File: config.mk
export PLATFORM = sky130hd
export DESIGN_NAME = pcr_bank
export DESIGN_NICKNAME = d
export VERILOG_FILES = /design/src/verilog/pcr_pkg.sv /design/src/verilog/pcr_bank.sv
export SDC_FILE = /design/constraint.sdc
export NUM_CORES = 1
export LEC_CHECK = 0
export ABC_AREA = 1
export BUFFER_PORTS_ARGS = -buffer_cell sky130_fd_sc_hd__buf_2
export CAP_MARGIN = 20
export CORE_AREA = 2 2 111 113
export DETAILED_ROUTE_END_ITERATION = 8
export DIE_AREA = 0 0 113 115
export PLACE_DENSITY_LB_ADDON = 0.08
export SYNTH_ARGS = -nofsm -noshare
export SYNTH_HDL_FRONTEND = slang
export SYNTH_SLANG_ARGS = --single-unit
File: constraint.sdc
create_clock -name clk -period 1.3 [get_ports clk]
set_input_delay 0.13 -clock clk [delete_from_list [all_inputs] [get_ports clk]]
set_output_delay 0.13 -clock clk [all_outputs]
set_load 0.01 [all_outputs]
File: src/verilog/pcr_pkg.sv
// package for the peripheral control register bank: offsets, reset values, carriers
package pcr_pkg;
  // control nibble offsets
  localparam logic [6:0] ADDR_TABLE_WIDTH  = 7'h07;
  localparam logic [6:0] ADDR_SYNTH_MODE   = 7'h10;
  localparam logic [6:0] ADDR_SYNTH_REF    = 7'h11;
  localparam logic [6:0] ADDR_UNLOCK       = 7'h12;
  localparam logic [6:0] ADDR_TONE         = 7'h14;
  localparam logic [6:0] ADDR_SLOW_CARRY   = 7'h17;
  localparam logic [6:0] ADDR_INTERVAL_CLK = 7'h18;
  localparam logic [6:0] ADDR_SERIAL_CLK   = 7'h1c;
  localparam logic [6:0] ADDR_SERIAL_MODE  = 7'h1d;
  localparam logic [6:0] ADDR_EXT_EDGE     = 7'h1f;
  localparam logic [6:0] ADDR_FREQ_RSVD    = 7'h20;
  localparam logic [6:0] ADDR_GATE_STATE   = 7'h21;
  localparam logic [6:0] ADDR_FREQ_MODE    = 7'h22;
  localparam logic [6:0] ADDR_FREQ_CMD     = 7'h23;
  localparam logic [6:0] ADDR_ANALOG_CHAN  = 7'h24;
  localparam logic [6:0] ADDR_ANALOG_STAT  = 7'h25;
  localparam logic [6:0] ADDR_TIMER_CLK    = 7'h2b;
  localparam logic [6:0] ADDR_TIMER_MODE   = 7'h2c;
  localparam logic [6:0] ADDR_IRQ_ENABLE   = 7'h2f;
  localparam logic [6:0] ADDR_TEST_AREA    = 7'h31;
  localparam logic [6:0] ADDR_SERIAL_IRQ   = 7'h3c;
  localparam logic [6:0] ADDR_INTERVAL_IRQ = 7'h3d;
  localparam logic [6:0] ADDR_TIMER_IRQ    = 7'h3e;
  localparam logic [6:0] ADDR_EXT_IRQ      = 7'h3f;
  localparam logic [6:0] ADDR_DISPLAY      = 7'h40;
  localparam logic [6:0] ADDR_SEGMENT_MUX  = 7'h69;
  localparam logic [6:0] ADDR_PULLDOWN     = 7'h6a;
  localparam logic [6:0] ADDR_DIR_E        = 7'h6b;
  localparam logic [6:0] ADDR_DIR_D        = 7'h6c;
  localparam logic [6:0] ADDR_DIR_C        = 7'h6d;
  localparam logic [6:0] ADDR_DIR_B        = 7'h6e;
  localparam logic [6:0] ADDR_DIR_A        = 7'h6f;
  // reset values and codes
  localparam logic [2:0] REF_CODE_RESET    = 3'h7;
  localparam logic [1:0] TABLE_WIDTH_8BIT  = 2'h1;
  localparam logic [3:0] TABLE_MASK_8BIT   = 4'h3;
  localparam logic [3:0] TABLE_MASK_FULL   = 4'hf;
  localparam logic [3:0] UNDEFINED_READ    = 4'h0;

  // core access to one nibble
  typedef struct packed {
    logic       wr;
    logic       rd;
    logic [6:0] addr;
    logic [3:0] wdata;
  } pcr_access_type;

  // hardware set events, one-cycle pulses
  typedef struct packed {
    logic unlock;
    logic slow_carry;
    logic serial_irq;
    logic interval_irq;
    logic timer_irq;
    logic timer_ovf;
  } pcr_event_type;

  // live status from peripherals
  typedef struct packed {
    logic gate_open_status;
    logic conversion_active;
    logic compare_result;
  } pcr_status_type;

  // control fields steering the peripherals
  typedef struct packed {
    logic [1:0] table_width;
    logic [1:0] serial_clk_code;
    logic       serial_pin_choice;
    logic       serial_out_enable;
    logic       serial_run;
    logic       swallow_lsb;
    logic [1:0] synth_band;
    logic [2:0] ref_code;
    logic       tone_pin_select;
    logic [1:0] tone_code;
    logic       interval_rate_bit;
    logic       event_timer_run;
    logic [1:0] event_clk_code;
    logic       gate_close_edge;
    logic       gate_open_edge;
    logic       gate_or_modulo;
    logic       ext_edge_select;
    logic [3:0] irq_en;
    logic [1:0] counter_input;
    logic [1:0] gate_time;
    logic [1:0] analog_chan;
    logic       display_on;
    logic [2:0] segment_pin_select;
    logic [3:0] pulldown_off;
    logic [3:0] dir_e;
    logic [3:0] dir_d;
    logic [3:0] dir_c;
    logic [3:0] dir_b;
    logic [3:0] dir_a;
  } pcr_ctrl_type;

  // flags set by hardware
  typedef struct packed {
    logic unlock_flag;
    logic slow_tick_carry_flag;
    logic serial_irq_flag;
    logic interval_irq_flag;
    logic event_timer_irq_flag;
    logic ext_pin_irq_flag;
    logic event_timer_overflow;
    logic ext_pin_level;
  } pcr_flags_type;
endpackage : pcr_pkg

File: src/verilog/pcr_bank.sv
// peripheral control register bank: nibble-wide control registers of the core
//
// Function
// - two-bit table read width at 07H; 8-bit mode fills only nibbles 0EH, 0FH
// - serial clock code at 1CH: 00 external clock, others internal rates
// - 1DH: bit2 serial pin choice, bit1 port or serial output, bit0 run
// - 11H three-bit reference code, reset and clock stop force 7
// - 12H bit0 unlock flag, cleared by read, kept over clock stop
// - 14H: bit2 tone pin select, bits 1:0 tone output code
// - 17H bit0 slow tick carry, read clears, of the resets only pin reset clears it
// - 18H bit0 interval tick rate select, resets to 0
// - 2BH: bit3 run, bit2 writes clear timer, bits 1:0 clock code
// - 2CH: bit3 overflow flag, bits 2:1 gate edges, bit0 gate/modulo
// - 1FH bit0 external edge select, kept over clock stop
// - 2FH four interrupt enables, reset to 0
// - 3CH-3FH bit0 pending requests; 3FH bit3 shows external pin level
// - 22H: bits 3:2 counter input, bits 1:0 gate time
// - 23H write-only start and clear; 21H bit0 reads gate open
// - 24H two-bit analog channel, resets to 0
// - 25H read-only: bit1 conversion active, bit0 compare result
// - 40H bit0 display on; 69H bits 2:0 segment pin select
// - 6AH pull-down disconnects, 6BH-6FH pin directions, all reset 0
// - write-only or unused reads undefined; read-only or unused writes ignored
// - fixed-zero bits read 0 and ignore writes
`timescale 1ns/1ps

module pcr_bank (
  input  wire logic                  clk,
  input  wire logic                  resetn,
  input  wire logic                  wdt_sp_reset,
  input  wire logic                  clock_stop,
  input  wire pcr_pkg::pcr_access_type access,
  input  wire pcr_pkg::pcr_event_type  events,
  input  wire pcr_pkg::pcr_status_type status,
  input  wire logic                  ext_pin,
  output logic [3:0]                 rd_data_r,
  output pcr_pkg::pcr_ctrl_type      ctrl_r,
  output pcr_pkg::pcr_flags_type     flags_r,
  output logic [3:0]                 table_nibble_mask_r,
  output logic                       counter_go_r,
  output logic                       counter_clear_r,
  output logic                       event_timer_clear_r
);

  ////////////////////////////////////////////////////////////////////////
  // state
  typedef struct packed {
    pcr_pkg::pcr_ctrl_type  ctrl;
    pcr_pkg::pcr_flags_type flags;
    logic [3:0]             rd_data;
    logic [3:0]             table_mask;
    logic                   counter_go;
    logic                   counter_clear;
    logic                   timer_clear;
    logic                   ext_s1;
    logic                   ext_s2;
    logic                   ext_s3;
  } pcr_state_type;

  // pin reset image: reference code 7, undefined bits taken as 0
  localparam pcr_state_type ST_RESET = '{
    ctrl:       '{ref_code: pcr_pkg::REF_CODE_RESET, default: '0},
    table_mask: pcr_pkg::TABLE_MASK_FULL,
    default:    '0
  };

  pcr_state_type st_r;
  pcr_state_type st_nxt;

  // address match used by the read-clear paths
  function automatic logic hit(input pcr_pkg::pcr_access_type a, input logic [6:0] off);
    hit = (a.addr == off);
  endfunction : hit

  ////////////////////////////////////////////////////////////////////////
  // next state
  always_comb begin
    logic       lvl_ok;
    logic       rise;
    logic       fall;
    logic       ext_evt;
    logic [3:0] w;
    lvl_ok = 1'b0;
    rise   = 1'b0;
    fall   = 1'b0;
    ext_evt = 1'b0;
    w      = access.wdata;
    st_nxt = st_r;
    st_nxt.counter_go    = 1'b0;
    st_nxt.counter_clear = 1'b0;
    st_nxt.timer_clear   = 1'b0;

    // external pin: three flops, level moves once second and third agree
    st_nxt.ext_s1 = ext_pin;
    st_nxt.ext_s2 = st_r.ext_s1;
    st_nxt.ext_s3 = st_r.ext_s2;
    lvl_ok = (st_r.ext_s2 == st_r.ext_s3);
    rise   = lvl_ok && st_r.ext_s2 && !st_r.flags.ext_pin_level;
    fall   = lvl_ok && !st_r.ext_s2 && st_r.flags.ext_pin_level;
    if (lvl_ok) begin
      st_nxt.flags.ext_pin_level = st_r.ext_s2;
    end
    ext_evt = st_r.ctrl.ext_edge_select ? fall : rise;

    // register read, registered one cycle later
    st_nxt.rd_data = pcr_pkg::UNDEFINED_READ;
    if (access.rd) begin
      case (access.addr)
        pcr_pkg::ADDR_TABLE_WIDTH:  st_nxt.rd_data = {2'b00, st_r.ctrl.table_width};
        pcr_pkg::ADDR_SYNTH_MODE:   st_nxt.rd_data = {st_r.ctrl.swallow_lsb, 1'b0,
                                                      st_r.ctrl.synth_band};
        pcr_pkg::ADDR_SYNTH_REF:    st_nxt.rd_data = {1'b0, st_r.ctrl.ref_code};
        pcr_pkg::ADDR_UNLOCK:       st_nxt.rd_data = {3'b000, st_r.flags.unlock_flag};
        pcr_pkg::ADDR_TONE:         st_nxt.rd_data = {1'b0, st_r.ctrl.tone_pin_select,
                                                      st_r.ctrl.tone_code};
        pcr_pkg::ADDR_SLOW_CARRY:   st_nxt.rd_data = {3'b000,
                                                      st_r.flags.slow_tick_carry_flag};
        pcr_pkg::ADDR_INTERVAL_CLK: st_nxt.rd_data = {3'b000, st_r.ctrl.interval_rate_bit};
        pcr_pkg::ADDR_SERIAL_CLK:   st_nxt.rd_data = {2'b00, st_r.ctrl.serial_clk_code};
        pcr_pkg::ADDR_SERIAL_MODE:  st_nxt.rd_data = {1'b0, st_r.ctrl.serial_pin_choice,
                                                      st_r.ctrl.serial_out_enable,
                                                      st_r.ctrl.serial_run};
        pcr_pkg::ADDR_EXT_EDGE:     st_nxt.rd_data = {3'b000, st_r.ctrl.ext_edge_select};
        pcr_pkg::ADDR_GATE_STATE:   st_nxt.rd_data = {3'b000, status.gate_open_status};
        pcr_pkg::ADDR_FREQ_MODE:    st_nxt.rd_data = {st_r.ctrl.counter_input,
                                                      st_r.ctrl.gate_time};
        pcr_pkg::ADDR_ANALOG_CHAN:  st_nxt.rd_data = {2'b00, st_r.ctrl.analog_chan};
        pcr_pkg::ADDR_ANALOG_STAT:  st_nxt.rd_data = {2'b00, status.conversion_active,
                                                      status.compare_result};
        pcr_pkg::ADDR_TIMER_CLK:    st_nxt.rd_data = {st_r.ctrl.event_timer_run, 1'b0,
                                                      st_r.ctrl.event_clk_code};
        pcr_pkg::ADDR_TIMER_MODE:   st_nxt.rd_data = {st_r.flags.event_timer_overflow,
                                                      st_r.ctrl.gate_close_edge,
                                                      st_r.ctrl.gate_open_edge,
                                                      st_r.ctrl.gate_or_modulo};
        pcr_pkg::ADDR_IRQ_ENABLE:   st_nxt.rd_data = st_r.ctrl.irq_en;
        pcr_pkg::ADDR_SERIAL_IRQ:   st_nxt.rd_data = {3'b000, st_r.flags.serial_irq_flag};
        pcr_pkg::ADDR_INTERVAL_IRQ: st_nxt.rd_data = {3'b000, st_r.flags.interval_irq_flag};
        pcr_pkg::ADDR_TIMER_IRQ:    st_nxt.rd_data = {3'b000,
                                                      st_r.flags.event_timer_irq_flag};
        pcr_pkg::ADDR_EXT_IRQ:      st_nxt.rd_data = {st_r.flags.ext_pin_level, 2'b00,
                                                      st_r.flags.ext_pin_irq_flag};
        pcr_pkg::ADDR_DISPLAY:      st_nxt.rd_data = {3'b000, st_r.ctrl.display_on};
        pcr_pkg::ADDR_SEGMENT_MUX:  st_nxt.rd_data = {1'b0, st_r.ctrl.segment_pin_select};
        pcr_pkg::ADDR_PULLDOWN:     st_nxt.rd_data = st_r.ctrl.pulldown_off;
        pcr_pkg::ADDR_DIR_E:        st_nxt.rd_data = st_r.ctrl.dir_e;
        pcr_pkg::ADDR_DIR_D:        st_nxt.rd_data = st_r.ctrl.dir_d;
        pcr_pkg::ADDR_DIR_C:        st_nxt.rd_data = st_r.ctrl.dir_c;
        pcr_pkg::ADDR_DIR_B:        st_nxt.rd_data = st_r.ctrl.dir_b;
        pcr_pkg::ADDR_DIR_A:        st_nxt.rd_data = st_r.ctrl.dir_a;
        default:                    st_nxt.rd_data = pcr_pkg::UNDEFINED_READ;
      endcase
    end

    // read-and-reset flags
    if (access.rd && hit(access, pcr_pkg::ADDR_UNLOCK)) begin
      st_nxt.flags.unlock_flag = 1'b0;
    end
    if (access.rd && hit(access, pcr_pkg::ADDR_SLOW_CARRY)) begin
      st_nxt.flags.slow_tick_carry_flag = 1'b0;
    end

    // writes; fixed-zero, read-only and unused stay untouched, write-only 23H gives pulses
    if (access.wr) begin
      case (access.addr)
        pcr_pkg::ADDR_TABLE_WIDTH:  st_nxt.ctrl.table_width = w[1:0];
        pcr_pkg::ADDR_SYNTH_MODE: begin
          st_nxt.ctrl.swallow_lsb = w[3];
          st_nxt.ctrl.synth_band  = w[1:0];
        end
        pcr_pkg::ADDR_SYNTH_REF:    st_nxt.ctrl.ref_code = w[2:0];
        pcr_pkg::ADDR_TONE: begin
          st_nxt.ctrl.tone_pin_select = w[2];
          st_nxt.ctrl.tone_code       = w[1:0];
        end
        pcr_pkg::ADDR_INTERVAL_CLK: st_nxt.ctrl.interval_rate_bit = w[0];
        pcr_pkg::ADDR_SERIAL_CLK:   st_nxt.ctrl.serial_clk_code = w[1:0];
        pcr_pkg::ADDR_SERIAL_MODE: begin
          st_nxt.ctrl.serial_pin_choice = w[2];
          st_nxt.ctrl.serial_out_enable = w[1];
          st_nxt.ctrl.serial_run        = w[0];
        end
        pcr_pkg::ADDR_EXT_EDGE:     st_nxt.ctrl.ext_edge_select = w[0];
        pcr_pkg::ADDR_FREQ_MODE: begin
          st_nxt.ctrl.counter_input = w[3:2];
          st_nxt.ctrl.gate_time     = w[1:0];
        end
        pcr_pkg::ADDR_FREQ_CMD: begin
          st_nxt.counter_go    = w[1];
          st_nxt.counter_clear = w[0];
        end
        pcr_pkg::ADDR_ANALOG_CHAN:  st_nxt.ctrl.analog_chan = w[1:0];
        pcr_pkg::ADDR_TIMER_CLK: begin
          st_nxt.ctrl.event_timer_run = w[3];
          st_nxt.timer_clear          = w[2];
          st_nxt.ctrl.event_clk_code  = w[1:0];
        end
        pcr_pkg::ADDR_TIMER_MODE: begin
          st_nxt.flags.event_timer_overflow = w[3];
          st_nxt.ctrl.gate_close_edge       = w[2];
          st_nxt.ctrl.gate_open_edge        = w[1];
          st_nxt.ctrl.gate_or_modulo        = w[0];
        end
        pcr_pkg::ADDR_IRQ_ENABLE:   st_nxt.ctrl.irq_en = w;
        pcr_pkg::ADDR_SERIAL_IRQ:   st_nxt.flags.serial_irq_flag = w[0];
        pcr_pkg::ADDR_INTERVAL_IRQ: st_nxt.flags.interval_irq_flag = w[0];
        pcr_pkg::ADDR_TIMER_IRQ:    st_nxt.flags.event_timer_irq_flag = w[0];
        pcr_pkg::ADDR_EXT_IRQ:      st_nxt.flags.ext_pin_irq_flag = w[0];
        // test bit 3 is never stored, so a stray write cannot enter test mode
        pcr_pkg::ADDR_DISPLAY:      st_nxt.ctrl.display_on = w[0];
        pcr_pkg::ADDR_SEGMENT_MUX:  st_nxt.ctrl.segment_pin_select = w[2:0];
        pcr_pkg::ADDR_PULLDOWN:     st_nxt.ctrl.pulldown_off = w;
        pcr_pkg::ADDR_DIR_E:        st_nxt.ctrl.dir_e = w;
        pcr_pkg::ADDR_DIR_D:        st_nxt.ctrl.dir_d = w;
        pcr_pkg::ADDR_DIR_C:        st_nxt.ctrl.dir_c = w;
        pcr_pkg::ADDR_DIR_B:        st_nxt.ctrl.dir_b = w;
        pcr_pkg::ADDR_DIR_A:        st_nxt.ctrl.dir_a = w;
        // test areas 20H and 31H fall here and are simply dropped
        default:                    st_nxt = st_nxt;
      endcase
    end

    // hardware sets follow the read and write paths so they win over clearing reads and writes
    if (events.unlock)       st_nxt.flags.unlock_flag          = 1'b1;
    if (events.slow_carry)   st_nxt.flags.slow_tick_carry_flag = 1'b1;
    if (events.serial_irq)   st_nxt.flags.serial_irq_flag      = 1'b1;
    if (events.interval_irq) st_nxt.flags.interval_irq_flag    = 1'b1;
    if (events.timer_irq)    st_nxt.flags.event_timer_irq_flag = 1'b1;
    if (events.timer_ovf)    st_nxt.flags.event_timer_overflow = 1'b1;
    if (ext_evt)             st_nxt.flags.ext_pin_irq_flag     = 1'b1;

    // clock stop: fields without retention go to their stop values
    if (clock_stop) begin
      st_nxt.ctrl.serial_clk_code    = '0;
      st_nxt.ctrl.serial_pin_choice  = 1'b0;
      st_nxt.ctrl.serial_out_enable  = 1'b0;
      st_nxt.ctrl.serial_run         = 1'b0;
      st_nxt.ctrl.synth_band         = '0;
      st_nxt.ctrl.ref_code           = pcr_pkg::REF_CODE_RESET;
      st_nxt.ctrl.tone_pin_select    = 1'b0;
      st_nxt.ctrl.tone_code          = '0;
      st_nxt.ctrl.event_timer_run    = 1'b0;
      st_nxt.ctrl.event_clk_code     = '0;
      st_nxt.flags.event_timer_overflow = 1'b0;
      st_nxt.ctrl.gate_close_edge    = 1'b0;
      st_nxt.ctrl.gate_open_edge     = 1'b0;
      st_nxt.ctrl.gate_or_modulo     = 1'b0;
      st_nxt.ctrl.counter_input      = '0;
      st_nxt.ctrl.gate_time          = '0;
      st_nxt.counter_go              = 1'b0;
      st_nxt.counter_clear           = 1'b0;
      st_nxt.timer_clear             = 1'b0;
      st_nxt.ctrl.display_on         = 1'b0;
      st_nxt.ctrl.segment_pin_select = '0;
    end

    // watchdog/stack reset: pin reset image except carry, unlock, pin level, swallow_lsb and the pin synchronizer
    if (wdt_sp_reset) begin
      st_nxt = ST_RESET;
      st_nxt.flags.slow_tick_carry_flag = st_r.flags.slow_tick_carry_flag;
      st_nxt.flags.unlock_flag          = st_r.flags.unlock_flag;
      st_nxt.flags.ext_pin_level        = st_r.flags.ext_pin_level;
      st_nxt.ctrl.swallow_lsb           = st_r.ctrl.swallow_lsb;
      st_nxt.ext_s1                     = ext_pin;
      st_nxt.ext_s2                     = st_r.ext_s1;
      st_nxt.ext_s3                     = st_r.ext_s2;
    end

    // nibbles that a table read fills, from the width selection
    st_nxt.table_mask = (st_nxt.ctrl.table_width == pcr_pkg::TABLE_WIDTH_8BIT) ?
                        pcr_pkg::TABLE_MASK_8BIT : pcr_pkg::TABLE_MASK_FULL;
  end

  ////////////////////////////////////////////////////////////////////////
  // state register, synchronous pin reset
  always_ff @(posedge clk) begin
    if (!resetn) begin
      st_r <= ST_RESET;
    end else begin
      st_r <= st_nxt;
    end
  end

  // outputs straight from the state flops
  assign rd_data_r           = st_r.rd_data;
  assign ctrl_r              = st_r.ctrl;
  assign flags_r             = st_r.flags;
  assign table_nibble_mask_r = st_r.table_mask;
  assign counter_go_r        = st_r.counter_go;
  assign counter_clear_r     = st_r.counter_clear;
  assign event_timer_clear_r = st_r.timer_clear;

  logic quiet;
  assign quiet = !wdt_sp_reset && !clock_stop;
endmodule : pcr_bank

==> impl_metrics.py <==
metrics = {
    "route": {
        "drt-vias-per-instance": 4.87,
        "wl_um": 15100,
        "drt_pass1_iterations": 7,
        "antenna_left": 0,
        "drtIter0Drc": 331,
        "vias": 4667,
        "drc": 6,
        "routedWlPerCell_um": 15.8,
    },
    "synth": {
        "ys_seq_elements": 81,
        "synth_cells": 710,
        "yosysUniqueCellTypes": 26,
        "yosysSeqAreaShare": 0.350,
        "syn-cell-area_um2": 4630,
        "yosys_warnings": 0,
        "syn_avg_cell_area_um2": 6.52,
    },
    "critical_path": {
        "startpoint_type": "primary input",
        "critical_path_class": "in2reg",
        "critPathSlowestCell": "nor2_1",
        "path_max_fanout": 4,
        "path_common_cell": "nor2_1",
        "endpoint_kind": "register",
        "critPathArrivalTime_ns": 1.49,
        "worstPathCellList": "buf_2 > nand2_2 > nor2_4 > buf_4 > nand2_2 > inv_1 > nand2_1 > o21ai_0 > nor2_1 > nand2_1 > nor2_1 > nor2_1",
        "cp_data_required_time_ns": 1.55,
        "cpPeakStageDelay_ns": 0.24,
    },
    "cells_and_area": {
        "areaGrowthSynthToFinish_pct": 21.8,
        "final_common_cell": "nand2_1",
        "multi_input_area_um2": 2120,
        "design_area_um2": 5640,
        "fin_nets": 836,
        "layout_common_cells": "189 x nand2_1, 105 x buf_2, 81 x dfxtp_1",
        "drive_above_1_share": 0.264,
        "utilization": 0.477,
        "num-fill-cells": 1253,
        "seq_area_um2": 1620,
        "diodes": 0,
    },
    "place": {
        "hpwl_um": 12000,
        "gp_congestion": 0.927,
        "port_buffers": 105,
        "dpl-instance-area_um2": 5260,
    },
    "clock_network": {
        "cts-htree-levels": 3,
        "cts_buffers": 9,
        "cts.sinks": 81,
        "cts.clk_slew.worst_paths_ns": 0.06,
        "clock_latency_ns": 0.35,
        "cts_root_buf": "clkbuf_16",
        "cts_tree": "built",
        "clockBufferDepth": 2,
        "post_cts_buffers": 0,
    },
    "die": {
        "core_area_um2": 11800,
        "start_util": 0.392,
        "fp.dieH_um": 115,
        "boundaryPins": 108,
        "die_area_um2": 13000,
        "die_x_um": 113,
        "rows": 40,
    },
    "global_route": {
        "grt_max_degree": 47,
        "grt_pass1_wl_um": 23300,
        "grt_pass1_vias": 4350,
        "grt-ovfl-total": 0,
        "antenna_found_initial": 0,
        "grt_usage": 0.239,
    },
    "worst_hold_path": {
        "hp-class": "in2reg",
    },
    "status": {
        "outcome": "complete, but fails checks",
        "failed_checks": "design-rule violations",
    },
    "timing": {
        "finalSetupViolCount": 0,
        "finalCritPeriodShare": 0.958,
        "slew_viol_final": 0,
        "hold_viol_final": 0,
        "skew_ns": 0.00461,
        "min_period_ns": 1.25,
        "rsz0062_at_grt": "no",
        "fmax_ghz": 0.803,
    },
    "run": {
        "cap_violations": 0,
    },
    "power_and_ir_drop": {
        "total_leakage_power_uw": 0.00270,
        "max-vdd-ir-drop_mv": 0.528,
        "p_total_uw": 5610,
        "power.density_nw_per_um2": 995,
    },
}
==> flip-flops by register name, indices dropped and copies added, names as in the netlist, named ones only <==
signal,count
counter_clear_r,1
counter_go_r,1
ctrl_r,62
event_timer_clear_r,1
flags_r,7
rd_data_r,4
st_r,3
table_nibble_mask_r,1
==> final timing paths <==
path	start	endpoint	slack (ns)	cells past startpoint
hold / removal	events[0]	flags_r[1]$_SDFFE_PP0P_	0.03	3
hold reg to reg	st_r[2]$_SDFF_PN0_	st_r[1]$_SDFF_PN0_	0.41	2
setup reg to reg	ctrl_r[38]$_SDFFE_PP0P_	rd_data_r[0]$_SDFF_PP0_	0.14	6
setup / recovery	access[4]	rd_data_r[1]$_SDFF_PP0_	0.05	12
==> worst max-delay path: cells and delay by family <==
family | cells | cell delay (ns)
simple gates | 8 | 0.89
buf+inv | 3 | 0.35
compound gates | 1 | 0.12
==> power by group <==
part	total (uW)	internal, uW	switching, uW
Clock	2590	1570	1020
Sequential	2520	2500	16.0
Combinational	502	187	315
==> through the flow <==
stage	hold slack, ns	cells	setup TNS (ns)	setup slack (ns)
3_3_place_gp	0.312	937	-5.81	-0.345
6_report	0.0300	958	0	0.0549
5_1_grt	0.0460	958	0	0.00269
4_1_cts	0.0249	958	0	0.0176
2_1_floorplan	0.223	711	0	0.101
3_5_place_dp	0.323	937	-6.49	-0.355
==> area by class of cell <==
class | instances | share of cell area
Clock buffer | 12 | 0.0455
Clock inverter | 3 | 0.00710
Inverter | 65 | 0.0433
Multi-Input combinational cell | 467 | 0.375
Sequential cell | 81 | 0.288
Tap cell | 147 | 0.0326
Timing Repair Buffer | 183 | 0.209
==> cells in the mapped netlist <==
cell type | count | area, um^2
nand3_1 | 76 | 380
o21ai_0 | 34 | 170
buf_2 | 2 | 10.0
nor2_2 | 6 | 37.5
o211ai_1 | 3 | 22.5
clkbuf_1 | 14 | 52.6
nor3_1 | 3 | 15.0
nand2_2 | 3 | 18.8
nand4_1 | 2 | 12.5
a32o_1 | 2 | 20.0
conb_1 | 1 | 3.75
buf_1 | 1 | 3.75
a31oi_1 | 2 | 12.5
dfxtp_1 | 81 | 1620
a21oi_1 | 60 | 300
nor4_2 | 1 | 12.5
a211oi_1 | 2 | 15.0
buf_4 | 81 | 608
o21ai_1 | 4 | 20.0
nor2_1 | 71 | 267
inv_2 | 6 | 22.5
nor3b_1 | 1 | 7.51
nand2_1 | 190 | 713
inv_1 | 59 | 221
nor2_4 | 3 | 33.8
ha_1 | 2 | 25.0
==> per-layer routing <==
metal  vias to the layer above  routed length [um]  part of all wire  GRT usage
met1                      2116                7100              0.47      0.319
met5                         -                   0                 0          0
met4                         0                 419             0.028     0.0951
li1                       2391                   -                 -          -
met2                       136                6820              0.45      0.383
met3                        24                 781             0.052     0.0448
==> kinds of logic (layout without fill, tap and decap cells) <==
| group | after synthesis | count (layout) | share of synthesized area |
|---|---|---|---|
| buffers and inverters | 163 | 263 | 0.198 |
| and+or+nand+nor | 356 | 356 | 0.324 |
| adders and majority gates | 2 | 2 | 0.00541 |
| DFF | 81 | 81 | 0.350 |
| AOI/OAI and AO/OA | 107 | 107 | 0.121 |
| other | 1 | 2 | 0.000810 |
==> repair_timing <==
item | CTS | global route
hold buffers | 6 | 0
gates resized for setup | 0 | 7
endpoints found under the hold margin | 6 | 0
setup endpoints to repair | 0 | 6
Note: power is estimated with default switching activity, not from simulation.
